--- src/include/arf_pkg.sv ---
// constants, field layouts and carrier types of the converter result block
// assumes a single 200 MHz core clock and a plain strobe register port
`default_nettype none

package arf_pkg;

   // ------------------------------------------------------------------
   // register offsets
   // ------------------------------------------------------------------
   localparam logic [7:0] ARF_CHREF_OFS   = 8'h07; // channel/reference
   localparam logic [7:0] ARF_CTRLB_OFS   = 8'h03; // control b
   localparam logic [7:0] ARF_RESLO_OFS   = 8'h04; // result low
   localparam logic [7:0] ARF_RESHI_OFS   = 8'h05; // result high
   localparam logic [7:0] ARF_STAT_OFS    = 8'h08; // sticky status
   localparam logic [7:0] ARF_MASK_OFS    = 8'h09; // interrupt mask

   // ------------------------------------------------------------------
   // field positions and values
   // ------------------------------------------------------------------
   localparam int         ARF_CTRLB_BIP   = 7;     // bipolar enable bit
   localparam int         ARF_CTRLB_SWAP  = 5;     // polarity swap bit
   localparam int         ARF_STAT_DONE   = 0;     // done flag bit
   localparam int         ARF_STAT_SAT    = 1;     // saturation bit
   localparam logic [7:0] ARF_RST8        = 8'h00; // reset of registers
   localparam logic [3:0] ARF_CH_TEMP     = 4'hf;  // temperature channel
   localparam logic [9:0] ARF_CODE_MAX    = 10'h3ff;
   localparam logic [9:0] ARF_CODE_ZERO   = 10'h000;
   localparam logic [9:0] ARF_BIP_MAX     = 10'h1ff;
   localparam logic [9:0] ARF_BIP_MIN     = 10'h200;

   // ------------------------------------------------------------------
   // carrier types
   // ------------------------------------------------------------------
   typedef struct packed
   {
      logic [1:0] reference_hi;   // reference bits 1:0
      logic       left_adjust;    // left aligned presentation
      logic       reference_b2;   // reference bit 2
      logic [3:0] channel_select; // input selection
   } arf_chref_t;

   // raw signed difference from the analog front end
   typedef struct packed
   {
      logic        valid;       // one-cycle end of conversion
      logic        diff;        // differential channel in use
      logic [10:0] code;        // signed 11-bit raw (sign + 10 bits)
   } arf_raw_t;

endpackage

`default_nettype wire

--- src/rtl/arf_core.sv ---
// result formatter and channel/reference register file
// assumes the analog side returns a signed raw code with a done pulse
//
// Added by the designer: the address-and-strobe port.
`default_nettype none

module arf_core
(
   // clock and reset
   input  wire  logic              core_clk,
   input  wire  logic              reset,
   // register port
   input  wire  logic [7:0]        reg_addr,
   input  wire  logic [7:0]        reg_wdata,
   input  wire  logic              reg_wr,
   input  wire  logic              reg_rd,
   output logic       [7:0]        reg_rdata,
   // analog side
   input  wire  logic              conv_busy,
   input  wire  arf_pkg::arf_raw_t raw_in,
   output arf_pkg::arf_chref_t     active_sel,
   output logic                    temp_sensor_channel,
   output logic                    polarity_swap,
   output logic                    bipolar_enable,
   // interrupt
   output logic                    irq
);

   // ------------------------------------------------------------------
   // state
   // ------------------------------------------------------------------
   arf_pkg::arf_chref_t chref_q, chref_d;     // software copy
   arf_pkg::arf_chref_t act_q, act_d;         // locked selection
   logic [7:0]          ctrlb_q, ctrlb_d;     // control b
   logic [9:0]          res_q, res_d;         // stored code
   logic [1:0]          stat_q, stat_d;       // sticky events
   logic [1:0]          mask_q, mask_d;       // interrupt mask
   logic [7:0]          rdata_q, rdata_d;     // read data
   logic [9:0]          fmt;                  // formatted code
   logic                sat;                  // saturation event
   logic [15:0]         view;                 // aligned result pair

   // decode a register read to its value
   function automatic logic [7:0] rd_mux(input logic [7:0] a,
                                         input logic [7:0] chref,
                                         input logic [7:0] ctrlb,
                                         input logic [15:0] pair,
                                         input logic [1:0] st,
                                         input logic [1:0] mk);
      logic [7:0] v;
      v = 8'h00;
      if (a == arf_pkg::ARF_CHREF_OFS)
         v = chref;
      else if (a == arf_pkg::ARF_CTRLB_OFS)
         v = ctrlb;
      else if (a == arf_pkg::ARF_RESLO_OFS)
         v = pair[7:0];
      else if (a == arf_pkg::ARF_RESHI_OFS)
         v = pair[15:8];
      else if (a == arf_pkg::ARF_STAT_OFS)
         v = {6'h00, st};
      else if (a == arf_pkg::ARF_MASK_OFS)
         v = {6'h00, mk};
      return v;
   endfunction

   // ------------------------------------------------------------------
   // result formatting
   // ------------------------------------------------------------------
   // pick encoding from mode and clamp
   always_comb
   begin
      fmt = raw_in.code[9:0];
      sat = 1'b0;
      if (!raw_in.diff)
      begin
         // single-ended: unsigned, a negative code clamps low to zero without setting the saturation flag
         if (raw_in.code[10])
            fmt = arf_pkg::ARF_CODE_ZERO;
      end
      else if (ctrlb_q[arf_pkg::ARF_CTRLB_BIP])
      begin
         // bipolar: half scale, two's complement, top bit sign
         fmt = raw_in.code[10:1];
      end
      else if (raw_in.code[10])
      begin
         // unipolar: negative difference saturates to zero
         fmt = arf_pkg::ARF_CODE_ZERO;
         sat = 1'b1;
      end
   end

   // alignment is applied at read time so it acts immediately
   always_comb
   begin
      if (chref_q.left_adjust)
         view = {res_q, 6'h00};
      else
         view = {6'h00, res_q};
   end

   // ------------------------------------------------------------------
   // registers: next values
   // ------------------------------------------------------------------
   always_comb
   begin
      chref_d = chref_q;
      ctrlb_d = ctrlb_q;
      mask_d  = mask_q;
      res_d   = res_q;
      act_d   = act_q;
      stat_d  = stat_q;
      // software writes
      if (reg_wr)
      begin
         if (reg_addr == arf_pkg::ARF_CHREF_OFS)
            chref_d = reg_wdata;
         else if (reg_addr == arf_pkg::ARF_CTRLB_OFS)
            ctrlb_d = reg_wdata;
         else if (reg_addr == arf_pkg::ARF_MASK_OFS)
            mask_d = reg_wdata[1:0];
         else if (reg_addr == arf_pkg::ARF_STAT_OFS)
            stat_d = stat_q & ~reg_wdata[1:0];
      end
      // selection tracks software only while idle or at completion
      if (!conv_busy || raw_in.valid)
         act_d = chref_d;
      // completion stores result and sets flags; set beats clear
      if (raw_in.valid)
      begin
         res_d = fmt;
         stat_d[arf_pkg::ARF_STAT_DONE] = 1'b1;
         if (sat)
            stat_d[arf_pkg::ARF_STAT_SAT] = 1'b1;
      end
      rdata_d = reg_rd ? rd_mux(reg_addr, chref_q, ctrlb_q, view,
                                stat_q, mask_q) : 8'h00;
   end

   // register update
   always_ff @(posedge core_clk)
   begin
      if (reset)
      begin
         chref_q <= arf_pkg::ARF_RST8;
         act_q   <= arf_pkg::ARF_RST8;
         ctrlb_q <= arf_pkg::ARF_RST8;
         res_q   <= arf_pkg::ARF_CODE_ZERO;
         stat_q  <= 2'h0;
         mask_q  <= 2'h0;
         rdata_q <= arf_pkg::ARF_RST8;
      end
      else
      begin
         chref_q <= chref_d;
         act_q   <= act_d;
         ctrlb_q <= ctrlb_d;
         res_q   <= res_d;
         stat_q  <= stat_d;
         mask_q  <= mask_d;
         rdata_q <= rdata_d;
      end
   end

   // ------------------------------------------------------------------
   // outputs
   // ------------------------------------------------------------------
   assign reg_rdata           = rdata_q;
   assign active_sel          = act_q;
   // sensor on while the locked channel is the temperature one
   assign temp_sensor_channel =
      (act_q.channel_select == arf_pkg::ARF_CH_TEMP);
   assign polarity_swap       = ctrlb_q[arf_pkg::ARF_CTRLB_SWAP];
   assign bipolar_enable      = ctrlb_q[arf_pkg::ARF_CTRLB_BIP];
   assign irq                 = |(stat_q & mask_q);

   // ------------------------------------------------------------------
   // checks
   // ------------------------------------------------------------------
   chk_unipolar_sat: assert property (@(posedge core_clk) disable iff (reset)
      raw_in.valid && raw_in.diff && !bipolar_enable && raw_in.code[10]
      |=> res_q == 10'h000 && stat_q[1])
      else $error("unipolar negative not saturated");
   chk_bipolar_code: assert property (@(posedge core_clk) disable iff (reset)
      raw_in.valid && raw_in.diff && bipolar_enable
      |=> res_q == $past(raw_in.code[10:1]))
      else $error("bipolar code wrong");
   chk_sign_bit: assert property (@(posedge core_clk) disable iff (reset)
      raw_in.valid && raw_in.diff && bipolar_enable
      |=> res_q[9] == $past(raw_in.code[10]))
      else $error("sign bit wrong");
   chk_single_code: assert property (@(posedge core_clk) disable iff (reset)
      raw_in.valid && !raw_in.diff && !raw_in.code[10]
      |=> res_q == $past(raw_in.code[9:0]))
      else $error("single-ended code wrong");
   chk_done_set: assert property (@(posedge core_clk) disable iff (reset)
      raw_in.valid |=> stat_q[0])
      else $error("done flag not set");
   chk_sel_locked: assert property (@(posedge core_clk) disable iff (reset)
      conv_busy && !raw_in.valid |=> $stable(act_q))
      else $error("selection moved mid conversion");
   chk_temp_route: assert property (@(posedge core_clk) disable iff (reset)
      act_q.channel_select == 4'hf |-> temp_sensor_channel)
      else $error("temperature sensor not enabled");
   chk_left_view: assert property (@(posedge core_clk) disable iff (reset)
      reg_rd && reg_addr == 8'h05 && chref_q.left_adjust
      |=> reg_rdata == $past(res_q[9:2]))
      else $error("left adjust view wrong");
   chk_right_high: assert property (@(posedge core_clk) disable iff (reset)
      reg_rd && reg_addr == 8'h05 && !chref_q.left_adjust
      |=> reg_rdata[7:2] == 6'h00)
      else $error("high register upper bits not zero");
   chk_chref_reset: assert property (@(posedge core_clk)
      reset |=> chref_q == 8'h00)
      else $error("channel register reset wrong");
   cov_bipolar: cover property (@(posedge core_clk)
      raw_in.valid && bipolar_enable);
   cov_temp: cover property (@(posedge core_clk)
      raw_in.valid && temp_sensor_channel);
   cov_irq: cover property (@(posedge core_clk) irq);

endmodule

`default_nettype wire

--- config.mk ---
export PLATFORM = sky130hd
export DESIGN_NAME = arf_core
export DESIGN_NICKNAME = d
export VERILOG_FILES = /design/src/include/arf_pkg.sv /design/src/rtl/arf_core.sv
export SDC_FILE = /design/constraint.sdc
export NUM_CORES = 1
export LEC_CHECK = 0
export ABC_AREA = 1
export BUFFER_PORTS_ARGS = -buffer_cell sky130_fd_sc_hd__buf_2
export CELL_PAD_IN_SITES_DETAIL_PLACEMENT = 0
export CELL_PAD_IN_SITES_GLOBAL_PLACEMENT = 1
export CORE_UTILIZATION = 38
export DETAILED_ROUTE_END_ITERATION = 10
export GPL_ROUTABILITY_DRIVEN = 1
export PLACE_DENSITY_LB_ADDON = 0.1
export REMOVE_ABC_BUFFERS = 1
export SKIP_CTS_REPAIR_TIMING = 1
export SLEW_MARGIN = 10
export SYNTH_ARGS = -nofsm -noshare
export SYNTH_HDL_FRONTEND = slang
export SYNTH_SLANG_ARGS = --single-unit
export TNS_END_PERCENT = 100
--- constraint.sdc ---
create_clock -name core_clk -period 1.4 [get_ports core_clk]
set_input_delay 0.07 -clock core_clk [delete_from_list [all_inputs] [get_ports core_clk]]
set_output_delay 0.07 -clock core_clk [all_outputs]
set_load 0.05 [all_outputs]
# Yosys cells after proc, flatten, opt, wreduce, memory -nomap -nowiden
# Index checks and enable logic that the tools add are counted.
[classes] n_eq_ne=10 muxes=22 bitwise=6 reduce_logical=9
[ops] operator="two-way mux 8 bit" n=6
[ops] operator="two-way mux 10 bit" n=3
[ops] operator="equality test 8 x 3 -> 1 bit (second input constant)" n=3
[ops] operator="equality test 8 x 4 -> 1 bit (second input constant)" n=2
[ops] operator="two-way mux 16 bit" n=1
[ops] operator="two-way mux 2 bit" n=8
[ops] operator="equality test 8 x 2 -> 1 bit (second input constant)" n=1
[ops] operator="!= test 2 bit (second input constant)" n=3
[ops] operator="AND reduction 5 bit" n=1
[ops] operator="AND 2 bit" n=2
[ops] operator="equality test 4 bit (second input constant)" n=1
[ops] operator="two-way mux 1 bit" n=4
[ops] operator="AND reduction 4 bit" n=1
[ops] operator="nonzero test 2 bit" n=2
[ops] operator="OR reduction 2 bit" n=2
[ops] operator="NOT 1 bit" n=3
[ops] operator="AND reduction 3 bit" n=1
[ops] operator="NOT 2 bit" n=1
[ops] operator="logical NOT 1 bit" n=1
[ops] operator="logical OR 1 bit" n=1
[totals] regBits=46 inputBits=34 out_inout_bits=20

# Longest topological paths before layout
# Gate-level depths: netlist (run 1).
[depth] ltp_word=9 depth_mapped=10 depth_no_buf=10

# Worst setup path before layout (run 1)
# OpenSTA, ideal clock, no wires.
[synth_timing] kind="register to output" from="register act_q, in the netlist active_sel[1]" to="output port temp_sensor_channel" arrival_time_ns=1.399 slack_ns=-0.069 path_stages_with_launch=3 n_path_buf=0 cell_sequence="dfxtp_1 -> nand2_1 -> nor2_1"
[synth_between] elab_chain_cells=1
[synth_lines] item="start: declaration" line_no="arf_core.sv:33" source="arf_pkg::arf_chref_t act_q, act_d;"
[synth_lines] item="start signal: assignment" line_no="arf_core.sv:147" source="act_q <= arf_pkg::ARF_RST8;"
[synth_lines] item="start signal: assignment" line_no="arf_core.sv:157" source="act_q <= act_d;"
[synth_lines] item="equality test 4 bit" line_no="arf_core.sv:173" source="(act_q.channel_select == arf_pkg::ARF_CH_TEMP);"
[synth_lines] item="end: declaration" line_no="arf_core.sv:22" source="output logic temp_sensor_channel,"
# Every way passes these cells.

# Final worst setup path (run 1)
[layout_timing] from="register ctrlb_q[7]" to="register res_q[0]"
[layout_between] elab_chain_cells=2
[layout_lines] item="start: declaration" line_no="arf_core.sv:34" source="logic [7:0] ctrlb_q, ctrlb_d;"
[layout_lines] item="start signal: assignment" line_no="arf_core.sv:148" source="ctrlb_q <= arf_pkg::ARF_RST8;"
[layout_lines] item="start signal: assignment" line_no="arf_core.sv:158" source="ctrlb_q <= ctrlb_d;"
[layout_lines] item="two-way mux 10 bit" line_no="arf_core.sv:81" source="else if (ctrlb_q[arf_pkg::ARF_CTRLB_BIP])"
[layout_lines] item="two-way mux 10 bit" line_no="arf_core.sv:75" source="if (!raw_in.diff)"
[layout_lines] item="end signal: assignment" line_no="arf_core.sv:149" source="res_q <= arf_pkg::ARF_CODE_ZERO;"
[layout_lines] item="end signal: assignment" line_no="arf_core.sv:159" source="res_q <= res_d;"
[layout_lines] item="end: declaration" line_no="arf_core.sv:35" source="logic [9:0] res_q, res_d;"
# Every way passes these cells.
# A chain may end at the register's enable or synchronous reset.

==> results of run 1 <==
-- sequential cells by signal (all words and copies together), names as in the netlist --
signal,cells
active_sel,8
chref_q,8
reg_rdata,8
mask_q,2
stat_q,2
res_q,10
ctrlb_q,8
-- cells by family after synthesis --
family | synth area share [%]
buf+inv | 11.0
simple gates | 38.8
flops | 38.0
compound gates | 12.2
-- metrics by stage --
| stage | setup WS (ps) | power, mW | hold slack (ps) | instances |
|---|---|---|---|---|
| finish | 232 | 2.66 | 10.1 | 466 |
| global route | 43.4 | 2.77 | 19.5 | 466 |
| CTS | 182 | 2.71 | 4.32 | 466 |
| detailed placement | 176 | 1.71 | 330 | 458 |
| global placement | 169 | 1.71 | 327 | 458 |
| floorplan | -235 | 1.56 | 139 | 319 |
-- worst min-delay path, cell delays in order --
cell                     delay [ps]
sky130_fd_sc_hd__buf_2          100
sky130_fd_sc_hd__nor2_1          40
sky130_fd_sc_hd__nor2_1          80
-- area by class of cell --
cell class              count  area share (%)
clock inverters             2            1.30
inverters                  48            6.32
flip-flops and latches     46            31.9
well taps                  75            3.25
multi-input cells         225            42.7
repair buffers             64            12.0
clock buffers               6            2.51
-- how the worst min path moves through the flow --
stage | endpoint | slack, ps
global placement | ctrlb_q[3] | 330
global route | ctrlb_q[2] | 20
finish | ctrlb_q[4] | 10
floorplan | chref_q[0] | 140
CTS | ctrlb_q[4] | 4
detailed placement | ctrlb_q[4] | 330
-- power by group --
group | internal [mW] | switching, mW | leakage (nW)
registers | 1.34 | 0.0229 | 0.374
clock network | 0.533 | 0.456 | 0.0514
logic | 0.114 | 0.198 | 1.08
total | 1.98 | 0.677 | 1.50
-- layer usage --
| metal | wire, µm | global-route usage [%] | part of all wire, % |
|---|---|---|---|
| met5 | 0 | 0 | 0 |
| met4 | 68 | 5.96 | 1.1 |
| met3 | 171 | 3.67 | 2.9 |
| met2 | 2830 | 31.7 | 47 |
| met1 | 2890 | 25.7 | 48 |
-- synthesized netlist by cell type --
| master | count | area, µm² |
|---|---|---|
| sky130_fd_sc_hd__nor2_1 | 34 | 128 |
| sky130_fd_sc_hd__nor3_2 | 1 | 10.0 |
| sky130_fd_sc_hd__buf_2 | 8 | 40.0 |
| sky130_fd_sc_hd__buf_6 | 1 | 11.3 |
| sky130_fd_sc_hd__nand3_4 | 1 | 17.5 |
| sky130_fd_sc_hd__nand2_2 | 5 | 31.3 |
| sky130_fd_sc_hd__a22o_1 | 1 | 8.76 |
| sky130_fd_sc_hd__inv_2 | 15 | 56.3 |
| sky130_fd_sc_hd__nor2_8 | 3 | 60.1 |
| sky130_fd_sc_hd__o221ai_1 | 2 | 17.5 |
| sky130_fd_sc_hd__nand2_4 | 2 | 22.5 |
| sky130_fd_sc_hd__dfxtp_1 | 46 | 921 |
| sky130_fd_sc_hd__inv_1 | 30 | 113 |
| sky130_fd_sc_hd__buf_12 | 1 | 20.0 |
| sky130_fd_sc_hd__o211ai_1 | 9 | 67.6 |
| sky130_fd_sc_hd__o21ai_1 | 8 | 40.0 |
| sky130_fd_sc_hd__nand4_1 | 5 | 31.3 |
| sky130_fd_sc_hd__o21ai_0 | 13 | 65.1 |
| sky130_fd_sc_hd__or2_2 | 10 | 62.6 |
| sky130_fd_sc_hd__inv_4 | 1 | 6.26 |
| sky130_fd_sc_hd__nand3_1 | 49 | 245 |
| sky130_fd_sc_hd__nor2_4 | 2 | 22.5 |
| sky130_fd_sc_hd__nand3_2 | 12 | 120 |
| sky130_fd_sc_hd__clkinv_1 | 2 | 7.51 |
| sky130_fd_sc_hd__a21oi_1 | 16 | 80.1 |
| sky130_fd_sc_hd__nand2_1 | 50 | 188 |
| sky130_fd_sc_hd__a21oi_2 | 2 | 17.5 |
| sky130_fd_sc_hd__clkbuf_1 | 3 | 11.3 |
-- layout by cell type, fill, tap and decap left out, types with 2 or more instances in the layout --
cell type / n
sky130_fd_sc_hd__nor2_4: 2
sky130_fd_sc_hd__nand3_1: 49
sky130_fd_sc_hd__buf_2: 53
sky130_fd_sc_hd__o211ai_1: 9
sky130_fd_sc_hd__nor2_8: 3
sky130_fd_sc_hd__dfxtp_1: 45
sky130_fd_sc_hd__nand2_1: 50
sky130_fd_sc_hd__o221ai_1: 2
sky130_fd_sc_hd__a21oi_2: 2
sky130_fd_sc_hd__inv_2: 15
sky130_fd_sc_hd__or2_2: 10
sky130_fd_sc_hd__nand2_2: 5
sky130_fd_sc_hd__clkinv_1: 2
sky130_fd_sc_hd__a21oi_1: 16
sky130_fd_sc_hd__o21ai_1: 8
sky130_fd_sc_hd__nand2_4: 2
sky130_fd_sc_hd__inv_1: 30
sky130_fd_sc_hd__nand3_2: 12
sky130_fd_sc_hd__buf_4: 11
sky130_fd_sc_hd__nand4_1: 5
sky130_fd_sc_hd__nor2_1: 34
sky130_fd_sc_hd__clkbuf_8: 5
sky130_fd_sc_hd__o21ai_0: 13
==> flow_metrics.env, run 1 <==
export IMPL_worstRegToRegCells=5
export IMPL_grt_ovf=0
export IMPL_cts_tree="done"
export IMPL_longest_individual_stage_delay_on_the_worst_path_ps=340
export IMPL_global_route_usage_total_pct=19.4
export IMPL_timing_max_cap_violations=0
export IMPL_timing_setup_critical_path_class="reg2reg"
export IMPL_crit_path_top_delay_cell="sky130_fd_sc_hd__dfxtp_1"
export IMPL_wl_per_cell_um=12.8
export IMPL_endpoint="res_q[0]"
export IMPL_fillCellCount=646
export IMPL_fmaxAchievable_mhz=856
export IMPL_cts_htree_levels=2
export IMPL_dpl_hpwl_um=4550
export IMPL_clk_insertion_delay_late_ps=300
export IMPL_synthCells=332
export IMPL_initial_core_utilization_pct=40.2
export IMPL_antenna_violations_before_repair=0
export IMPL_endpoint_kind="flip-flop"
export IMPL_seq_area_frac_synth_pct=38.0
export IMPL_area_of_placed_instances_um2=2780
export IMPL_cts_sinks=46
export IMPL_timing_critical_path_buf_inv=1
export IMPL_worstReg2RegEnd="res_q[0]"
export IMPL_drt_total_wl_um=5960
export IMPL_number_of_primary_i_o_pins=54
export IMPL_cellPowerDensity_nw_per_um2=920
export IMPL_cts_root_buffer_cell="sky130_fd_sc_hd__clkbuf_8"
export IMPL_maxSlewHeadroom_pct=72.1
export IMPL_yosysWarnings=0
export IMPL_antenna_cells_inserted=0
export IMPL_setup_worst_path_start_class="flip-flop"
export IMPL_worstSetupStartpoint="ctrlb_q[7]"
export IMPL_crit_path_max_fanout=12
export IMPL_area_used_by_multi_input_combinational_logic_um2=1230
export IMPL_r2r_setup_slack_ps=230
export IMPL_p_leak_nw=1.50
export IMPL_die_area_um2=6690
export IMPL_first_global_vias=2061
export IMPL_hold_path_startpoint="reg_wdata[4]"
export IMPL_crit_cells=5
export IMPL_max_clock_path_buffers=2
export IMPL_yosys_cell_types_count=28
export IMPL_final_max_slew_viol_count=0
export IMPL_finish_instance_area_um2=2890
export IMPL_final_setup_skew_ps=11.1
export IMPL_crit_arrival_ps=1380
export IMPL_buffer_ports_inserted=53
export IMPL_vdd_ir_drop_max_v=0.000437
export IMPL_layout_cell_share_with_drive_strength_beyond_1_pct=32.2
export IMPL_floorplan_die_height_um=81.8
export IMPL_critical_path_top_delay_family="compound AO/OA/AOI/OAI gates"
export IMPL_yosys_register_bits=46
export IMPL_finalCritPeriodShare_pct=83.4
export IMPL_fin_util_pct=48.0
export IMPL_drt_pass1_iterations=4
export IMPL_die_width_um=81.8
export IMPL_num_rows=28
export IMPL_regArea_um2=922
export IMPL_hold_path_cell_count=3
export IMPL_hold_removal_path_class="in2reg"
export IMPL_setup_total_negative_slack_ps=0
export IMPL_finalNetCount=424
export IMPL_rsz_0062_raised_after_global_routing="no"
export IMPL_r2r_start="ctrlb_q[7]"
export IMPL_postSynthAreaPerCell_um2=7.29
export IMPL_cts_buffers_inserted=5
export IMPL_layout_min_cycle_time_ps=1170
export IMPL_post_synth_instance_area_um2=2420
export IMPL_path_cells="nand2_1 -> o21ai_0 -> o21ai_0 -> nand2_1 -> inv_1"
export IMPL_vias=2268
export IMPL_syn_to_final_growth_pct=19.4
export IMPL_vias_per_cell=4.87
export IMPL_req_time_crit_path_ps=1610
export IMPL_max_slew_worst_pin_slew_ps=418
export IMPL_grt_start_max_net_pins=27
export IMPL_drt_iter0_drc=62
export IMPL_drtAntennaViolNets=0
export IMPL_status="finished clean"
export IMPL_setup_violations_final=0
export IMPL_gp_routability_congestion=0.742
export IMPL_clk_pin_slew_ps=90
export IMPL_fp_coreArea_um2=6030
export IMPL_grt_first_pass_wirelength_um=9720
export IMPL_hold_viol=0
export IMPL_route_detailed_drc=0
Power figures use the tool's default switching activity.
==> run 2: changes to the inputs <==
==> constraint.sdc (replaced) <==
create_clock -name core_clk -period 1.1 [get_ports core_clk]
set_input_delay 0.055 -clock core_clk [delete_from_list [all_inputs] [get_ports core_clk]]
set_output_delay 0.055 -clock core_clk [all_outputs]
set_load 0.05 [all_outputs]
==> flow_metrics.env, run 2 (synthesized netlist as in run 1, its figures left out) <==
export IMPL_status="finished clean"
export IMPL_dpl_hpwl_um=4730
export IMPL_buffer_ports_inserted=53
export IMPL_global_route_usage_total_pct=20.1
export IMPL_cts_sinks=46
export IMPL_hold_viol=0
export IMPL_vias=2413
export IMPL_p_leak_nw=1.65
export IMPL_route_detailed_drc=0
export IMPL_timing_setup_critical_path_class="reg2reg"
export IMPL_drt_total_wl_um=6230
export IMPL_drt_pass1_iterations=4
export IMPL_cellPowerDensity_nw_per_um2=1100
export IMPL_setup_violations_final=0
export IMPL_finish_instance_area_um2=3170
export IMPL_final_max_slew_viol_count=0
export IMPL_grt_start_max_net_pins=27
export IMPL_layoutNonFillerInstCount=492
export IMPL_die_width_um=81.8
export IMPL_gp_routability_congestion=0.789
export IMPL_largest_register_ffs=10
export IMPL_regArea_um2=933
export IMPL_design_power_total_mw=3.49
export IMPL_first_global_vias=2111
export IMPL_layout_cell_share_with_drive_strength_beyond_1_pct=39.1
export IMPL_finalNetCount=450
export IMPL_max_slew_worst_pin_slew_ps=369
export IMPL_fin_util_pct=52.6
export IMPL_hold_removal_path_class="in2reg"
export IMPL_drt_iter0_drc=129
export IMPL_largest_register="res_q"
export IMPL_floorplan_die_height_um=81.8
export IMPL_antenna_violations_before_repair=0
export IMPL_area_used_by_multi_input_combinational_logic_um2=1250
export IMPL_initial_core_utilization_pct=40.2
export IMPL_fp_coreArea_um2=6030
export IMPL_vdd_ir_drop_max_v=0.000729
export IMPL_max_clock_path_buffers=2
export IMPL_cts_buffers_inserted=5
export IMPL_rsz_0062_raised_after_global_routing="yes"
export IMPL_num_rows=28
export IMPL_cts_root_buffer_cell="sky130_fd_sc_hd__clkbuf_8"
export IMPL_setup_worst_path_start_class="flip-flop"
export IMPL_vias_per_cell=4.90
export IMPL_maxSlewHeadroom_pct=75.3
export IMPL_crit_arrival_ps=1290
export IMPL_crit_path_max_fanout=6
export IMPL_grt_ovf=0
export IMPL_syn_to_final_growth_pct=31.0
export IMPL_endpoint_kind="flip-flop"
export IMPL_number_of_primary_i_o_pins=54
export IMPL_fmaxAchievable_mhz=921
export IMPL_post_place_cells=480
export IMPL_clk_pin_slew_ps=90
export IMPL_setup_total_negative_slack_ps=0
export IMPL_timing_max_cap_violations=0
export IMPL_grt_first_pass_wirelength_um=10100
export IMPL_die_area_um2=6690
export IMPL_antenna_cells_inserted=0
export IMPL_fillCellCount=602
export IMPL_cts_tree="done"
export IMPL_layout_min_cycle_time_ps=1090
export IMPL_req_time_crit_path_ps=1310
export IMPL_area_of_placed_instances_um2=2970
export IMPL_layout_cells_most_common_list="sky130_fd_sc_hd__buf_2, sky130_fd_sc_hd__nand2_1, sky130_fd_sc_hd__nand3_1"
export IMPL_final_setup_skew_ps=6.35
export IMPL_wl_per_cell_um=12.7
export IMPL_clk_insertion_delay_late_ps=310
export IMPL_finalCritPeriodShare_pct=98.7
export IMPL_cts_htree_levels=2
export IMPL_drtAntennaViolNets=0
export IMPL_layout_cells_most_common="sky130_fd_sc_hd__buf_2"
-- run 2: cell types whose count changed in the layout (fill, tap and decap cells not counted), moves of 3 or more --
cell / change
sky130_fd_sc_hd__buf_4: +21
sky130_fd_sc_hd__dfxtp_1: -7
sky130_fd_sc_hd__dfxtp_2: +6
sky130_fd_sc_hd__buf_6: +4
sky130_fd_sc_hd__buf_2: -3
-- run 2: layout make-up --
class                           count  area share, %
Multi-Input combinational cell    225           39.5
Sequential cell                    46           29.4
Timing Repair inverter              1          0.158
Tap cell                           75           2.96
Clock inverter                      3           1.38
Timing Repair Buffer               89           18.5
Clock buffer                        5           2.17
Inverter                           48           5.92
-- run 2: through the flow --
step | hold WS (ps) | setup WS [ps]
2_1_floorplan | 124 | -535
3_3_place_gp | 316 | -129
3_5_place_dp | 321 | -101
4_1_cts | -3.73 | -69.9
5_1_grt | 5.22 | -42.0
6_report | 1.21 | 14.6
-- run 2: per-layer routing --
layer,up-vias,wire length (µm),track usage [%]
li1,1255,-,-
met1,1103,3030,26.9
met2,51,2910,32.6
met3,4,254,4.67
met4,0,35,4.21
met5,-,0,0
-- run 2: power by group --
group / leakage [nW] / switching (mW) / internal [mW]
Clock: 0.0585 / 0.624 / 0.682
Combinational: 1.21 / 0.270 / 0.190
Sequential: 0.378 / 0.0267 / 1.70
-- run 2: worst paths after layout --
path | startpoint | to | slack [ps] | cells past startpoint
worst max-delay path | chref_q[5] | reg_rdata[1] | 10 | 7
worst min-delay path | reg_wdata[6] | ctrlb_q[6] | 1 | 3
worst max register to register | chref_q[5] | reg_rdata[1] | 10 | 7
worst min register to register | mask_q[0] | mask_q[0] | 480 | 2
-- run 2: critical path: stages, from the launching register on --
cell and delay (ps):
sky130_fd_sc_hd__dfxtp_4 390, sky130_fd_sc_hd__or2_4 240, sky130_fd_sc_hd__o21ai_2 50, sky130_fd_sc_hd__nor2_1 50, sky130_fd_sc_hd__nor2_1 80, sky130_fd_sc_hd__nand4_1 80
sky130_fd_sc_hd__nand2_1 80, sky130_fd_sc_hd__inv_1 40
==> run 3: changes to the inputs <==
--- a/config.mk
+++ b/config.mk
@@ -5,11 +5,10 @@
 export SDC_FILE = /design/constraint.sdc
 export NUM_CORES = 1
 export LEC_CHECK = 0
-export ABC_AREA = 1
 export BUFFER_PORTS_ARGS = -buffer_cell sky130_fd_sc_hd__buf_2
 export CELL_PAD_IN_SITES_DETAIL_PLACEMENT = 0
 export CELL_PAD_IN_SITES_GLOBAL_PLACEMENT = 1
-export CORE_UTILIZATION = 38
+export CORE_UTILIZATION = 39
 export DETAILED_ROUTE_END_ITERATION = 10
 export GPL_ROUTABILITY_DRIVEN = 1
 export PLACE_DENSITY_LB_ADDON = 0.1
==> constraint.sdc (replaced) <==
create_clock -name core_clk -period 1.2 [get_ports core_clk]
set_input_delay 0.06 -clock core_clk [delete_from_list [all_inputs] [get_ports core_clk]]
set_output_delay 0.06 -clock core_clk [all_outputs]
set_load 0.05 [all_outputs]
==> flow_metrics.env, run 3 <==
export IMPL_max_slew_worst_pin_slew_ps=418
export IMPL_synthCells=245
export IMPL_power_frac_comb_pct=14.4
export IMPL_first_global_vias=1973
export IMPL_largest_register="res_q"
export IMPL_pwr_share_seq_pct=49.7
export IMPL_longest_individual_stage_delay_on_the_worst_path_ps=410
export IMPL_path_cells="buf_4 -> buf_6 -> and3_1 -> o21ai_0 -> a221oi_2"
export IMPL_global_route_usage_total_pct=19.7
export IMPL_gp_routability_congestion=0.866
export IMPL_yosys_cell_count_top_type="sky130_fd_sc_hd__dfxtp_1"
export IMPL_p_leak_nw=1.35
export IMPL_vias_per_cell=5.20
export IMPL_endpoint_kind="flip-flop"
export IMPL_drt_pass1_iterations=4
export IMPL_vdd_ir_drop_max_v=0.000638
export IMPL_edff_count_synth=0
export IMPL_grt_first_pass_wirelength_um=9250
export IMPL_setup_worst_path_start_class="flip-flop"
export IMPL_grt_start_max_net_pins=39
export IMPL_status="finished with violations"
export IMPL_post_synth_instance_area_um2=2180
export IMPL_grt_ovf=0
export IMPL_layout_cells_most_common_list="sky130_fd_sc_hd__buf_2, sky130_fd_sc_hd__dfxtp_1, sky130_fd_sc_hd__nor2_1"
export IMPL_worstRegToRegCells=5
export IMPL_finish_instance_area_um2=3120
export IMPL_postSynthAreaPerCell_um2=8.90
export IMPL_largest_register_ffs=10
export IMPL_r2r_start="chref_q[5]"
export IMPL_antenna_violations_before_repair=0
export IMPL_p_switching_mw=0.801
export IMPL_rsz_0062_raised_after_global_routing="yes"
export IMPL_r2r_setup_slack_ps=-140
export IMPL_crit_path_top_delay_cell="sky130_fd_sc_hd__dfxtp_4"
export IMPL_cts_buffers_inserted=5
export IMPL_timing_max_cap_violations=0
export IMPL_hold_path_cell_count=2
export IMPL_syn_to_final_growth_pct=43.3
export IMPL_yosysWarnings=0
export IMPL_drtAntennaViolNets=0
export IMPL_wl_per_cell_um=14.3
export IMPL_initial_core_utilization_pct=41.6
export IMPL_area_of_placed_instances_um2=2750
export IMPL_finalNetCount=359
export IMPL_post_synth_most_frequent_cells="sky130_fd_sc_hd__dfxtp_1, sky130_fd_sc_hd__nor2_1, sky130_fd_sc_hd__mux2i_1, sky130_fd_sc_hd__a211oi_1"
export IMPL_die_area_um2=5890
export IMPL_finalCritPeriodShare_pct=111
export IMPL_layout_min_cycle_time_ps=1340
export IMPL_number_of_primary_i_o_pins=54
export IMPL_num_rows=26
export IMPL_final_setup_skew_ps=7.45
export IMPL_antenna_cells_inserted=0
export IMPL_seq_area_frac_synth_pct=42.3
export IMPL_worstSetupStartpoint="chref_q[5]"
export IMPL_die_width_um=76.8
export IMPL_floorplan_die_height_um=76.8
export IMPL_cts_root_buffer_cell="sky130_fd_sc_hd__clkbuf_8"
export IMPL_vias=2061
export IMPL_cellPowerDensity_nw_per_um2=1020
export IMPL_endpoint="reg_rdata[2]"
export IMPL_layout_cells_most_common="sky130_fd_sc_hd__buf_2"
export IMPL_netlist_top_cell_by_area="sky130_fd_sc_hd__dfxtp_1"
export IMPL_p_int_mw=2.39
export IMPL_ys_flop_type="sky130_fd_sc_hd__dfxtp_1"
export IMPL_final_max_slew_viol_count=0
export IMPL_cts_sinks=46
export IMPL_critical_path_top_delay_family="compound AO/OA/AOI/OAI gates"
export IMPL_crit_cells=5
export IMPL_buffer_ports_inserted=53
export IMPL_layout_cell_share_with_drive_strength_beyond_1_pct=41.7
export IMPL_max_clock_path_buffers=2
export IMPL_power_switching_share_pct=25.1
export IMPL_fmaxAchievable_mhz=748
export IMPL_timing_setup_critical_path_class="reg2reg"
export IMPL_maxSlewHeadroom_pct=72.2
export IMPL_setup_violations_final=31
export IMPL_dpl_hpwl_um=4140
export IMPL_yosys_cell_types_count=39
export IMPL_cts_htree_levels=2
export IMPL_main_area_contributors_after_synthesis="sky130_fd_sc_hd__dfxtp_1, sky130_fd_sc_hd__mux2i_1, sky130_fd_sc_hd__nor2_1, sky130_fd_sc_hd__a211oi_1, sky130_fd_sc_hd__nor3b_1"
export IMPL_clk_pin_slew_ps=90
export IMPL_crit_path_max_fanout=8
export IMPL_drt_total_wl_um=5670
export IMPL_drt_iter0_drc=71
export IMPL_clock_power_share_pct=35.9
export IMPL_hold_removal_path_class="in2reg"
export IMPL_req_time_crit_path_ps=1400
export IMPL_synth_largest_type_area_fraction_pct=42.3
export IMPL_cts_tree="done"
export IMPL_route_detailed_drc=0
export IMPL_crit_arrival_ps=1540
export IMPL_clk_insertion_delay_late_ps=290
export IMPL_fp_coreArea_um2=5240
export IMPL_setup_slack_ps=-137
export IMPL_hold_viol=0
export IMPL_design_power_total_mw=3.19
export IMPL_asyncSetResetFlopFracSynth_pct=0
export IMPL_worstReg2RegEnd="reg_rdata[2]"
export IMPL_hold_path_startpoint="raw_in[12]"
export IMPL_timing_critical_path_buf_inv=2
export IMPL_violations="setup timing"
export IMPL_yosys_register_bits=46
[run 3: metal layers]
layer	track usage, %	routed length [µm]	vias to the layer above
li1	-	-	1052
met1	26.9	2740	948
met2	31.3	2620	49
met3	3.93	207	12
met4	5.77	106	0
met5	0	0	-
[run 3: kinds of logic after synthesis]
kind of cell           Yosys count  share of synthesized area [%]
AO/OA/AOI/OAI                   54                           16.9
buffers and inverters           22                           4.19
flip-flops                      46                           42.3
multiplexers                    28                           12.9
AND/OR/NAND/NOR                 95                           23.8
[run 3: layout make-up]
type                    count  area (µm²)
repair buffers             93         618
fillers                   478        2110
inverters                   2        7.51
flip-flops and latches     46         926
multi-input cells         177        1370
clock inverters             2        37.5
well taps                  70        87.6
clock buffers               6        72.6
[run 3: how the worst min path moves through the flow]
stage,to,slack [ps]
floorplan,stat_q[1],130
global placement,res_q[7],310
detailed placement,res_q[7],310
CTS,res_q[7],-0.3
global route,res_q[7],10
finish,res_q[7],5
[run 3: power by group through the flow]
| stage | clock network, mW | registers, mW | logic [mW] |
|---|---|---|---|
| 3_5_place_dp | 0 | 1.62 | 0.411 |
| 5_1_grt | 1.26 | 1.59 | 0.503 |
| 4_1_cts | 1.18 | 1.59 | 0.412 |
| 3_3_place_gp | 0 | 1.62 | 0.410 |
| 2_1_floorplan | 0 | 1.66 | 0.128 |
| 6_report | 1.15 | 1.59 | 0.461 |
[run 3: stage by stage]
stage          instances  utilization, %  hold slack [ps]  setup WS [ps]  TNS (ps)
3_5_place_dp         386            52.4              314           -519    -12940
5_1_grt              396            59.6             13.8           -216     -5120
6_report             396            59.6             5.39           -137     -3300
3_3_place_gp         386            52.4              308           -500    -12900
4_1_cts              394            54.5           -0.273           -302     -5120
2_1_floorplan        225               -              129           -458    -12410
